**src/logic/cas_regs.svh**
```systemverilog
// Register offsets, field positions, reset values and sizes of the core
`ifndef CAS_REGS_SVH
`define CAS_REGS_SVH
// APB byte offsets
`define CAS_OFF_CTRL 8'h00
`define CAS_OFF_STAT 8'h04
`define CAS_OFF_PC 8'h08
`define CAS_OFF_IR 8'h0c
// Data memory window, one word per location
`define CAS_OFF_DMEM 8'h80
// Control field positions
`define CAS_CTRL_RUN 0
`define CAS_CTRL_MODE_LO 1
`define CAS_CTRL_MODE_HI 2
`define CAS_CTRL_PROT 3
// Status read field positions
`define CAS_STAT_FLAG_HI 3
`define CAS_STAT_ST_LO 4
`define CAS_STAT_ST_HI 5
// Data memory map of special registers
`define CAS_DM_ACC 5'h00
`define CAS_DM_STAT 5'h01
`define CAS_DM_PCL 5'h02
`define CAS_DM_PCH 5'h03
`define CAS_DM_PTR 5'h04
`define CAS_DM_PRODL 5'h05
`define CAS_DM_PRODH 5'h06
`define CAS_DM_GP_BASE 5'h08
`define CAS_GP_WORDS 24
// Reset values
`define CAS_RST_CTRL 4'h0
`define CAS_RST_PC 16'h0000
`define CAS_RST_BYTE 8'h00
// First program word that lies outside internal memory
`define CAS_INT_WORDS 17'h02000
`endif

```
**src/logic/cas_pkg.sv**
```systemverilog
// Types shared by the arithmetic core
package cas_pkg;
  typedef enum logic [3:0] {
    OP_NOP = 4'h0, OP_ADD = 4'h1, OP_SUB = 4'h2, OP_AND = 4'h3,
    OP_IOR = 4'h4, OP_XOR = 4'h5, OP_RLC = 4'h6, OP_RRC = 4'h7,
    OP_MOVF = 4'h8, OP_MOVWF = 4'h9, OP_MOVFF = 4'ha, OP_MUL = 4'hb,
    OP_GOTO = 4'hc, OP_TBLRD = 4'hd
  } cas_op_t;
  typedef struct packed {
    cas_op_t op;
    logic dst_f;
    logic ind;
    logic [4:0] fa2;
    logic [4:0] fa;
  } cas_instr_t;
  typedef struct packed {
    logic ov;
    logic z;
    logic dc;
    logic c;
  } cas_flags_t;
  typedef enum logic [1:0] {
    MODE_INT = 2'h0, MODE_EXT = 2'h1, MODE_MIX = 2'h2
  } cas_mode_t;
  typedef enum logic [1:0] {
    ST_IDLE = 2'h0, ST_FILL = 2'h1, ST_EXEC = 2'h3
  } cas_state_t;
endpackage

```
**src/logic/cas_core.sv**
```systemverilog
// Accumulator ALU, flags, multiplier and two-stage fetch behind APB
`timescale 1ns/1ps
`include "cas_regs.svh"

module cas_core import cas_pkg::*; (
  input wire logic ref_clk,
  input wire logic rst_n,
  input wire logic psel,
  input wire logic penable,
  input wire logic pwrite,
  input wire logic [7:0] paddr,
  input wire logic [31:0] pwdata,
  output logic [31:0] prdata,
  output logic pready,
  output logic pslverr,
  output logic [15:0] pm_addr,
  output logic pm_ext,
  input wire logic [15:0] pm_data
);

  ////////////////////////////////////////////////////////////////////
  // State
  logic [3:0] ctrl_reg; // Run, mode, protect
  logic [7:0] acc_reg; // Accumulator
  cas_flags_t stat_reg; // Arithmetic flags
  logic [7:0] ptr_reg; // Indirect pointer
  logic [15:0] prod_reg; // Product or table word
  logic [15:0] pc_reg; // Program counter
  cas_instr_t ir_reg; // Word in execute
  cas_state_t st_reg; // Sequencer state
  cas_state_t st_next;
  logic [7:0] gp_reg [`CAS_GP_WORDS]; // General file registers
  logic [31:0] prdata_reg; // Read data

  ////////////////////////////////////////////////////////////////////
  // Control decode
  wire logic run = ctrl_reg[`CAS_CTRL_RUN];
  wire cas_mode_t mode =
    cas_mode_t'(ctrl_reg[`CAS_CTRL_MODE_HI:`CAS_CTRL_MODE_LO]);
  // Protection has no effect in mixed mode
  wire logic prot_eff = ctrl_reg[`CAS_CTRL_PROT] & (mode != MODE_MIX);
  wire logic idle = st_reg == ST_IDLE;
  wire logic exec = st_reg == ST_EXEC;
  wire cas_op_t op = ir_reg.op;

  ////////////////////////////////////////////////////////////////////
  // Data memory read side
  // Indirect access takes the address from the pointer
  wire logic [4:0] ea = ir_reg.ind ? ptr_reg[4:0] : ir_reg.fa;

  // Specials first, then the general file
  function automatic logic [7:0] dm_read(input logic [4:0] a);
    logic [4:0] gi;
    gi = a - `CAS_DM_GP_BASE;
    case (a)
      `CAS_DM_ACC: dm_read = acc_reg;
      `CAS_DM_STAT: dm_read = {4'h0, stat_reg};
      `CAS_DM_PCL: dm_read = pc_reg[7:0];
      `CAS_DM_PCH: dm_read = pc_reg[15:8];
      `CAS_DM_PTR: dm_read = ptr_reg;
      `CAS_DM_PRODL: dm_read = prod_reg[7:0];
      `CAS_DM_PRODH: dm_read = prod_reg[15:8];
      5'h07: dm_read = 8'h00; // Unused slot
      default: dm_read = gp_reg[gi];
    endcase
  endfunction

  logic [7:0] fval; // Operand read from the file
  // Process form so the read follows every register it selects
  always_comb begin
    fval = dm_read(ea);
  end

  ////////////////////////////////////////////////////////////////////
  // Adder: subtract is file plus inverted accumulator plus one
  wire logic sub = op == OP_SUB;
  wire logic [7:0] addend = sub ? ~acc_reg : acc_reg;
  wire logic [4:0] lo_sum = 5'({1'b0, fval[3:0]} + {1'b0, addend[3:0]}
    + {4'h0, sub});
  wire logic [7:0] lo7 = 8'({1'b0, fval[6:0]} + {1'b0, addend[6:0]}
    + {7'h0, sub});
  wire logic [8:0] sum9 = 9'({1'b0, fval} + {1'b0, addend}
    + {8'h0, sub});
  // Carry into bit seven against carry out of bit seven
  wire logic ovf = lo7[7] ^ sum9[8];

  ////////////////////////////////////////////////////////////////////
  // Result and flag selection
  logic [7:0] res;
  cas_flags_t fl;
  logic fl_we;
  logic core_we;
  logic [4:0] core_wa;

  // One case per group of operations; flags only where the operation owns them
  always_comb begin
    res = fval;
    fl = stat_reg;
    fl_we = 1'b0;
    core_we = 1'b0;
    core_wa = ir_reg.dst_f ? ea : `CAS_DM_ACC;
    case (op)
      OP_ADD, OP_SUB: begin
        res = sum9[7:0];
        fl.c = sum9[8];
        fl.dc = lo_sum[4];
        fl.ov = ovf;
        fl.z = sum9[7:0] == 8'h00;
        fl_we = 1'b1;
        core_we = 1'b1;
      end
      OP_AND, OP_IOR, OP_XOR, OP_MOVF: begin
        res = (op == OP_AND) ? (fval & acc_reg) :
              (op == OP_IOR) ? (fval | acc_reg) :
              (op == OP_XOR) ? (fval ^ acc_reg) : fval;
        fl.z = res == 8'h00;
        fl_we = 1'b1;
        core_we = 1'b1;
      end
      OP_RLC: begin
        res = {fval[6:0], stat_reg.c};
        fl.c = fval[7];
        fl_we = 1'b1;
        core_we = 1'b1;
      end
      OP_RRC: begin
        res = {stat_reg.c, fval[7:1]};
        fl.c = fval[0];
        fl_we = 1'b1;
        core_we = 1'b1;
      end
      OP_MOVWF: begin
        res = acc_reg;
        core_wa = ea;
        core_we = 1'b1;
      end
      OP_MOVFF: begin
        // Straight file to file, accumulator untouched
        core_wa = ir_reg.fa2;
        core_we = 1'b1;
      end
      default: begin
        res = fval;
      end
    endcase
  end

  ////////////////////////////////////////////////////////////////////
  // APB decode
  wire logic setup = psel & ~penable;
  wire logic acc_ph = psel & penable;
  wire logic hit_ctrl = paddr == `CAS_OFF_CTRL;
  wire logic hit_stat = paddr == `CAS_OFF_STAT;
  wire logic hit_pc = paddr == `CAS_OFF_PC;
  wire logic hit_ir = paddr == `CAS_OFF_IR;
  wire logic hit_dm = paddr[7] & (paddr[1:0] == 2'h0);
  wire logic hit_any = hit_ctrl | hit_stat | hit_pc | hit_ir | hit_dm;
  wire logic apb_wr = acc_ph & pwrite & hit_any;
  // Data space and counter writes only while halted
  wire logic apb_dm_we = apb_wr & hit_dm & idle;

  assign pready = 1'b1;
  assign pslverr = acc_ph & ~hit_any;
  assign prdata = prdata_reg;

  ////////////////////////////////////////////////////////////////////
  // Single data memory write port
  wire logic dm_we = (exec & core_we) | apb_dm_we;
  wire logic [4:0] dm_wa = apb_dm_we ? paddr[6:2] : core_wa;
  wire logic [7:0] dm_wd = apb_dm_we ? pwdata[7:0] : res;
  wire logic [4:0] dm_gi = dm_wa - `CAS_DM_GP_BASE;
  wire logic dm_gp = dm_wa >= `CAS_DM_GP_BASE;

  ////////////////////////////////////////////////////////////////////
  // Program bus: table read borrows the fetch slot
  wire logic tbl_now = exec & (op == OP_TBLRD);
  wire logic [15:0] tbl_addr = {fval, acc_reg};
  assign pm_addr = tbl_now ? tbl_addr : pc_reg;
  assign pm_ext = (mode == MODE_EXT) |
    ((mode == MODE_MIX) & ({1'b0, pm_addr} >= `CAS_INT_WORDS));
  // Protected internal words read back as zero
  wire logic tbl_block = prot_eff & ~pm_ext;
  wire logic branch = exec & (op == OP_GOTO);
  wire logic [15:0] target = {pc_reg[15:12], ir_reg[11:0]};
  // A word is fetched on fill and on every plain execute while run is set
  wire logic fetch_now = (st_reg == ST_FILL) |
    (exec & run & ~branch & ~tbl_now);

  ////////////////////////////////////////////////////////////////////
  // Sequencer next state
  always_comb begin
    case (st_reg)
      ST_IDLE: st_next = run ? ST_FILL : ST_IDLE;
      ST_FILL: st_next = ST_EXEC;
      ST_EXEC: begin
        // Branch and table read refill the pipe
        if (!run) begin
          st_next = ST_IDLE;
        end else if (branch | tbl_now) begin
          st_next = ST_FILL;
        end else begin
          st_next = ST_EXEC;
        end
      end
      default: st_next = ST_IDLE;
    endcase
  end

  // Sequencer, counter and instruction register
  always_ff @(posedge ref_clk or negedge rst_n) begin
    if (!rst_n) begin
      st_reg <= ST_IDLE;
      pc_reg <= `CAS_RST_PC;
      ir_reg <= cas_instr_t'(16'h0000);
    end else begin
      st_reg <= st_next;
      if (apb_wr & hit_pc & idle) begin
        pc_reg <= pwdata[15:0];
      end else if (branch) begin
        pc_reg <= target;
      end else if (fetch_now) begin
        pc_reg <= pc_reg + 16'h0001;
      end
      if (fetch_now) begin
        ir_reg <= cas_instr_t'(pm_data);
      end
    end
  end

  // Control register
  always_ff @(posedge ref_clk or negedge rst_n) begin
    if (!rst_n) begin
      ctrl_reg <= `CAS_RST_CTRL;
    end else if (apb_wr & hit_ctrl) begin
      ctrl_reg <= pwdata[3:0];
    end
  end

  // Accumulator, flags, pointer; flag update beats a data write
  always_ff @(posedge ref_clk or negedge rst_n) begin
    if (!rst_n) begin
      acc_reg <= `CAS_RST_BYTE;
      stat_reg <= cas_flags_t'(4'h0);
      ptr_reg <= `CAS_RST_BYTE;
    end else begin
      if (dm_we & (dm_wa == `CAS_DM_ACC)) begin
        acc_reg <= dm_wd;
      end
      if (exec & fl_we) begin
        stat_reg <= fl;
      end else if (dm_we & (dm_wa == `CAS_DM_STAT)) begin
        stat_reg <= cas_flags_t'(dm_wd[3:0]);
      end
      if (dm_we & (dm_wa == `CAS_DM_PTR)) begin
        ptr_reg <= dm_wd;
      end
    end
  end

  // Product: multiply, table word or data write
  always_ff @(posedge ref_clk or negedge rst_n) begin
    if (!rst_n) begin
      prod_reg <= 16'h0000;
    end else if (exec & (op == OP_MUL)) begin
      prod_reg <= 16'(acc_reg) * 16'(fval);
    end else if (tbl_now) begin
      prod_reg <= tbl_block ? 16'h0000 : pm_data;
    end else if (dm_we & (dm_wa == `CAS_DM_PRODL)) begin
      prod_reg[7:0] <= dm_wd;
    end else if (dm_we & (dm_wa == `CAS_DM_PRODH)) begin
      prod_reg[15:8] <= dm_wd;
    end
  end

  // General file registers
  always_ff @(posedge ref_clk or negedge rst_n) begin
    if (!rst_n) begin
      for (int i = 0; i < `CAS_GP_WORDS; i++) begin
        gp_reg[i] <= `CAS_RST_BYTE;
      end
    end else if (dm_we & dm_gp) begin
      gp_reg[dm_gi] <= dm_wd;
    end
  end

  // Read data captured in the setup phase
  always_ff @(posedge ref_clk or negedge rst_n) begin
    if (!rst_n) begin
      prdata_reg <= 32'h0000_0000;
    end else if (setup) begin
      prdata_reg <= hit_ctrl ? {28'h0, ctrl_reg} :
        hit_stat ? {26'h0, st_reg, stat_reg} :
        hit_pc ? {16'h0, pc_reg} :
        hit_ir ? {16'h0, ir_reg} :
        hit_dm ? {24'h0, dm_read(paddr[6:2])} : 32'h0000_0000;
    end
  end

  ////////////////////////////////////////////////////////////////////
  // Checks
  wire logic signed [8:0] ssum =
    $signed({fval[7], fval}) + $signed({acc_reg[7], acc_reg});
  wire logic [4:0] nib = {1'b0, fval[3:0]} + {1'b0, acc_reg[3:0]};
  wire logic [7:0] add8 = 8'(fval + acc_reg);

  a_sub_borrow: assert property (@(posedge ref_clk) disable iff (!rst_n)
    exec && op == OP_SUB |=> stat_reg.c == ($past(fval) >= $past(acc_reg)))
    else $error("carry is not inverted borrow");
  a_zero_flag: assert property (@(posedge ref_clk) disable iff (!rst_n)
    exec && op == OP_ADD |=> stat_reg.z == ($past(add8) == 8'h00))
    else $error("zero flag wrong");
  a_ovf_range: assert property (@(posedge ref_clk) disable iff (!rst_n)
    exec && op == OP_ADD |=> stat_reg.ov == ($past(ssum) > 9'sd127 ||
      $past(ssum) < -9'sd128))
    else $error("overflow flag wrong");
  a_digit_carry: assert property (@(posedge ref_clk) disable iff (!rst_n)
    exec && op == OP_ADD |=> stat_reg.dc == $past(nib[4]))
    else $error("digit carry wrong");
  a_mul_product: assert property (@(posedge ref_clk) disable iff (!rst_n)
    exec && op == OP_MUL |=>
      prod_reg == 16'($past(acc_reg)) * 16'($past(fval)))
    else $error("product wrong");
  a_branch_refill: assert property (@(posedge ref_clk) disable iff (!rst_n)
    branch && run |=> st_reg == ST_FILL && pc_reg == $past(target))
    else $error("branch did not refill");
  a_fetch_step: assert property (@(posedge ref_clk) disable iff (!rst_n)
    exec && run && !branch && !tbl_now |=> st_reg == ST_EXEC &&
      pc_reg == $past(pc_reg) + 16'h0001 && ir_reg == $past(pm_data))
    else $error("fetch did not overlap");
  a_mixed_table: assert property (@(posedge ref_clk) disable iff (!rst_n)
    tbl_now && mode == MODE_MIX |=> prod_reg == $past(pm_data))
    else $error("mixed mode protected");
  a_acc_result: assert property (@(posedge ref_clk) disable iff (!rst_n)
    exec && op == OP_ADD && !ir_reg.dst_f |=> acc_reg == $past(add8))
    else $error("accumulator result wrong");

endmodule

```
**config.mk**
```make
export PLATFORM = sky130hd
export DESIGN_NAME = cas_core
export DESIGN_NICKNAME = d
export VERILOG_FILES = /design/src/logic/cas_pkg.sv /design/src/logic/cas_core.sv
export VERILOG_INCLUDE_DIRS = /design/src /design/src/logic
export SDC_FILE = /design/constraint.sdc
export NUM_CORES = 1
export LEC_CHECK = 0
export BUFFER_PORTS_ARGS = -buffer_cell sky130_fd_sc_hd__buf_2
export CORE_ASPECT_RATIO = 0.8
export CORE_UTILIZATION = 23
export CTS_BUF_LIST = sky130_fd_sc_hd__clkbuf_4
export CTS_CLUSTER_DIAMETER = 120
export DETAILED_ROUTE_END_ITERATION = 8
export GPL_TIMING_DRIVEN = 0
export PLACE_DENSITY_LB_ADDON = 0.2
export SLEW_MARGIN = 20
export SYNTH_ARGS = -nofsm -noshare
export SYNTH_HDL_FRONTEND = slang
export SYNTH_SLANG_ARGS = --single-unit
```
**constraint.sdc**
```tcl
create_clock -name ref_clk -period 17.7 [get_ports ref_clk]
set_clock_uncertainty 0.2 [all_clocks]
set_input_delay 2.655 -clock ref_clk [delete_from_list [all_inputs] [get_ports ref_clk]]
set_output_delay 2.655 -clock ref_clk [all_outputs]
set_load 0.02 [all_outputs]
```
### Word-level counts from Yosys, hierarchy flattened

Index checks and enable logic that the tools add are counted.
W data, S select, Z words.

* bits in registers: 298
* input port bits: 61
* output and inout bits: 51
* word-level logic and storage cells: 223

* add/sub/neg operators: 10
* multipliers: 1
* order comparisons: 6
* equality and inequality tests: 44
* mux-type cells: 48
* bitwise gates (word level): 49
* reduce and logical (&&, ||, !) cells: 23

Operator list (count)
* $bwmux W192: 1
* $mux W16: 11
* $pmux W8 S8: 2
* $mux W8: 14
* $bmux W8 S5: 2
* $eq A5 B3 Y1 const B: 11
* $demux W8 S5: 1
* $pmux W8 S5: 1
* $and A1 B1 Y1: 28
* $eq A4 B4 Y1 const B: 6
* $logic_not A8 Y1: 3
* $eq A5 B2 Y1 const B: 4
* $ge A6 B6 Y1 const B: 3
* $not A5 Y6: 3
* $add A16 B1 Y16 const B: 1
* $eq A4 B3 Y1 const B: 4
* $eq A8 B4 Y1 const B: 2
* $ge A16 B14 Y1 const B: 1
* $mul A8 B8 Y16: 1
* $eq A5 B1 Y1 const B: 3
* $logic_not A5 Y1: 3
* $mux W5: 3
* $sub A5 B4 Y5 const B: 3
* $pmux W5 S2: 1
* 40 further kinds: 69

### Logic depth before layout (Yosys ltp)

* depth in word-level cells: 17
* mapped depth: 32
* mapped depth without buffers: 27

### Worst setup path before layout

OpenSTA, ideal clock, no wires.

* path kind: register -> register
* from: reg ir_reg[10] in the netlist's numbering
* to: reg prod_reg[14]
* setup time: 0.125 ns
* arrival: 6.338 ns
* data required time: 17.375 ns
* slack: 11.037 ns
* cell stages (with the launch flop): 27
* path buffers: 4
* clock period less this slack: 6.663 ns
* cell sequence: dfrtp_1 > buf_4 > buf_6 > buf_4 > buf_4 > nor2_2 > o31ai_1 > a2111oi_0 > o22ai_1 > o21a_1 > nor3_4 > clkinv_1 > nor2_1 > fa_1 > fa_1 > fa_1 > inv_1 > fa_1 > inv_1 > ha_1 > o41ai_1 > o21ai_0 > a21o_1 > a21oi_1 > xnor2_1 > nor2_1 > a2111oi_0

* longest elaborated chain between the ends: 17
* elaborated cells between the ends (all ways): 47
* those cells by class: add/sub (3); mul (1); order compare (1); eq/ne (10); mux (19); bitwise (10); reduce/logical (3)

Ends and longest elaborated chain
* from (decl): RTL line cas_core.sv:29 `cas_instr_t ir_reg;`
* from (signal assigned): RTL line cas_core.sv:214 `ir_reg <= cas_instr_t'(16'h0000);`
* from (signal assigned): RTL line cas_core.sv:225 `ir_reg <= cas_instr_t'(pm_data);`
* $mux W5 (*): RTL line cas_core.sv:49 `wire logic [4:0] ea = ir_reg.ind ? ptr_reg[4:0] : ir_reg.fa;`
* parallel branches: the longest is 16 deep, another holds $add A8 B8 Y9
* to (signal assigned): RTL line cas_core.sv:265 `prod_reg <= 16'(acc_reg) * 16'(fval);`
* to (signal assigned): RTL line cas_core.sv:267 `prod_reg <= tbl_block ? 16'h0000 : pm_data;`
* to (signal assigned): RTL line cas_core.sv:271 `prod_reg[15:8] <= dm_wd;`
* to (decl): RTL line cas_core.sv:27 `logic [15:0] prod_reg;`

Every way passes the cells marked *. The select of a mux whose other input is x is not followed.
A chain may end at the register's enable or synchronous reset.

### Worst setup path after layout

* from: reg ir_reg[10] in the netlist's numbering
* to: out pm_ext

* longest elaborated chain between the ends: 11
* elaborated cells between the ends (all ways): 19
* those cells by class: add/sub (1); order compare (1); eq/ne (7); mux (6); bitwise (3); reduce/logical (1)

Ends and longest elaborated chain
* $mux W5 (*): RTL line cas_core.sv:49
* $sub A5 B4 Y5 (no source line)
* $not A5 Y6 (implied by the code): RTL line cas_core.sv:64 `default: dm_read = gp_reg[gi];`
* $bmux W8 S5: RTL line cas_core.sv:64
* $mux W8 (implied by the code) (2 in a row): RTL line cas_core.sv:64
* $pmux W8 S8 (*): RTL line cas_core.sv:55 `case (a)`
* $mux W16 (*): RTL line cas_core.sv:178 `assign pm_addr = tbl_now ? tbl_addr : pc_reg;`
* $ge A16 B14 Y1 (no source line) (*)
* $and A1 B1 Y1 (*): RTL line cas_core.sv:180 `` ((mode == MODE_MIX) & ({1'b0, pm_addr} >= `CAS_INT_WORDS)); ``
* $or A1 B1 Y1 (*): RTL line cas_core.sv:179 `assign pm_ext = (mode == MODE_EXT) |`
* to (decl): RTL line cas_core.sv:17 `output logic pm_ext,`

Every way passes the cells marked *; elsewhere a longest branch is shown, timed or not. The select of a mux whose other input is x is not followed.

==> results by group <==
Floorplanning
  • Initial Util: 0.2326
  • Core Box Area: 87630 um2
  • Boundary pin count: 112
  • Row Count: 97
  • Die width: 334.8 um
  • DIE AREA: 89820 um2
  • Die Y: 268.3 um

Logic synthesis
  • Post-Synth Simple-Gate Area: 0.1608
  • Yosys top cell by area: dfrtp_1
  • Mapped Area: 20380 um2
  • Count of flip-flops with a built-in enable after synthesis: 0
  • Leading register cell type out of synthesis: dfrtp_1
  • Async SR Flop Fraction: 1.000
  • Distinct cells, synth: 99
  • Synth area leaders: dfrtp_1 35%, mux4_2 7.0%, nand2_1 6.9%
  • #FFs+latches synth: 282
  • Mean Syn Cell Area: 8.786 um2
  • Synth top area share: 0.3462
  • Post-synth top cells: 375 x nand2_1, 282 x dfrtp_1, 258 x o21ai_0
  • Most frequent cell after synthesis: nand2_1
  • Post-synthesis adder-cell area fraction: 0.07317
  • Sequential share of the synthesized area: 0.3462
  • Compound-cell area share of the yosys netlist: 0.2331
  • Post-Synthesis Cells: 2320
  • Largest family of logic cells by synthesized area: compound AO/OA/AOI/OAI gates
  • Synth Area in XOR/XNOR: 0.01805
  • Mux contribution to synthesized area: 0.1106
  • Yosys warnings: 0

Min path
  • Hold Crit Class: reg -> reg

Placed design
  • Place WS: 8187 ps
  • DP Area: 22510 um2
  • DP Wirelength: 88330 um
  • Buffers on Ports: 75
  • Final Wtd Congestion: 1.003

Route
  • Drt initial violations: 2716
  • Via count: 21184
  • # DRC: 0
  • Routed vias/inst: 5.645
  • DR WL/cell: 30.66 um
  • Antenna-violating nets left: 0
  • Final WL: 115100 um
  • Pre-antenna DRT Iters: 6

Critical path
  • CP Cell Sequence: buf_4 > mux2i_1 > nand2_1 > buf_4 > buf_2 > o221ai_1 > o221ai_1 > nor3_4 > clkinv_1 > o21ai_0 > nor3_1 > o21ai_0 > buf_2
  • CP peak stage delay: 950 ps
  • Worst Path Max Fanout: 10
  • Required time of the critical path: 14850 ps
  • CP endpoint kind: output pin
  • WS Path Type: reg -> out
  • CP max-delay cell: mux2i_1
  • Worst setup SP type: flip-flop
  • Crit path DAT: 6980 ps

Timing
  • Hold Vio Cnt, Final: 0
  • Setup_tns: 0 ps
  • Worst slew pin tran: 1289 ps
  • Top achievable clock speed: 101.7 MHz
  • Max-slew violations: 0
  • Worst hold slack: 287.5 ps
  • Period utilization: 0.5555
  • Rel. slew slack: 0.1186
  • Final setup fails: 0
  • Final WS setup: 7868 ps
  • Min Tclk post-route: 9832 ps
  • RSZ-0062 raised after global routing: no

Clocking
  • Resized Gates After CTS: 0
  • Maximum root-to-sink buffer count: 3
  • Worst-path clk slew: 70 ps
  • Skew-Pair Late Insertion Delay: 920 ps
  • Root Driver: clkbuf_4
  • Hold-fix buffers, CTS: 0
  • Clock sinks: 282
  • Setup Buffers After CTS: 0
  • H-tree depth: 3
  • CTS tree: done
  • CTS Buf Count: 83

GRT
  • GRT overflow: 0
  • Initial antenna violation count: 8
  • Pin count of the biggest net entering global routing: 91
  • First-pass GRT wire length: 160400 um
  • Total GRT Usage: 0.2536
  • Vias in the first global route: 20443

Power
  • Clock share of power: 0.176
  • NetSw: 2.093 mW
  • Max VDD drop: 87.99 uV
  • P_leak: 9.901 nW
  • Comb pwr share: 0.624
  • Pwr per Cell Area: 153.3 nW/um2
  • Internal Pwr Total: 1.517 mW
  • Sequential power share: 0.200
  • Switching Share: 0.5798

Layout
  • Fill cells: 9669
  • P&R area growth vs syn: 15.52%
  • Max FFs per register: 192
  • Finished Cell Area: 23550 um2
  • Layout cell share with drive strength beyond 1: 0.1717
  • Final #Nets: 2660

Run
  • Max-cap check violation count: 0

Run status
  • Status: finished clean
## power by group through the flow
| stage | clock [mW] | combinational, mW | sequential, mW |
|---|---|---|---|
| 3_3_place_gp | 0 | 2.16 | 0.729 |
| 6_report | 0.635 | 2.25 | 0.722 |
| 3_5_place_dp | 0 | 2.17 | 0.730 |
| 4_1_cts | 0.652 | 2.18 | 0.718 |
| 5_1_grt | 0.683 | 2.31 | 0.723 |
| 2_1_floorplan | 0 | 1.13 | 0.702 |
## worst paths after layout
check / startpoint / to / slack, ps / cells after the start
setup / recovery: ir_reg[10] / pm_ext / 7870 / 13
hold / removal: prdata[15] / prdata[15] / 290 / 2
setup reg to reg: ir_reg[10] / prod_reg[14] / 7950 / 28
hold reg to reg: prdata[15] / prdata[15] / 290 / 2
max in group asynchronous: rst_n / gp_reg[167] / 14650 / 3
min in group asynchronous: rst_n / gp_reg[16] / 1430 / 1
## worst max-delay path, delay by kind of cell (launching register included)
family / cells / cell delay (ps)
buffers and inverters: 5 / 1810
AOI/OAI and AO/OA: 4 / 1760
and+or+nand+nor: 3 / 1110
muxes: 1 / 950
DFF: 1 / 440
## metal layers
layer / global-route usage / share of wire / vias to the layer above
met2: 0.3482 / 0.40 / 1325
li1: - / - / 8858
met3: 0.06458 / 0.11 / 232
met5: 0 / 0.000087 / -
met1: 0.3748 / 0.46 / 10767
met4: 0.09527 / 0.038 / 2
## logic make-up (layout without fill, tap and decap cells)
| logic type | Yosys count | count (layout) |
|---|---|---|
| buf+inv | 270 | 498 |
| flops | 282 | 282 |
| compound gates | 755 | 755 |
| xor+xnor | 42 | 42 |
| simple gates | 732 | 732 |
| mux | 140 | 140 |
| other cells | 2 | 19 |
| fa+ha+maj | 97 | 97 |
## stage by stage
stage	util	instances	total power [mW]
3_5_place_dp	0.2569	3605	2.900
2_1_floorplan	-	2335	1.829
3_3_place_gp	0.2545	3598	2.884
6_report	0.2687	3753	3.609
4_1_cts	0.2686	3751	3.546
5_1_grt	0.2687	3752	3.714
## final cells by class
cell class / count / area, um2 / share of cell area
Tap cell: 1188 / 1486 / 0.06313
Clock buffer: 121 / 908.4 / 0.03858
Antenna cell: 2 / 5.005 / 0.0002126
Timing Repair Buffer: 82 / 505.5 / 0.02147
Buffer: 190 / 883.3 / 0.03752
Sequential cell: 282 / 7057 / 0.2997
Inverter: 80 / 300.3 / 0.01275
Multi-Input combinational cell: 1783 / 12280 / 0.5217
Clock inverter: 25 / 116.4 / 0.004942
## cells in the final DEF, fill, tap and decap left out, types with 37 or more instances in the layout
cell type and n:
dfrtp_1 282, o22ai_1 54, mux4_2 63, ha_1 60, buf_2 121, o21ai_0 257, clkbuf_1 105, nor3_1 39
fa_1 37, nand2_1 375, mux2_2 40, clkbuf_4 121, inv_1 69, nor2_1 145, a21oi_1 144
Power figures use the tool's default switching activity.
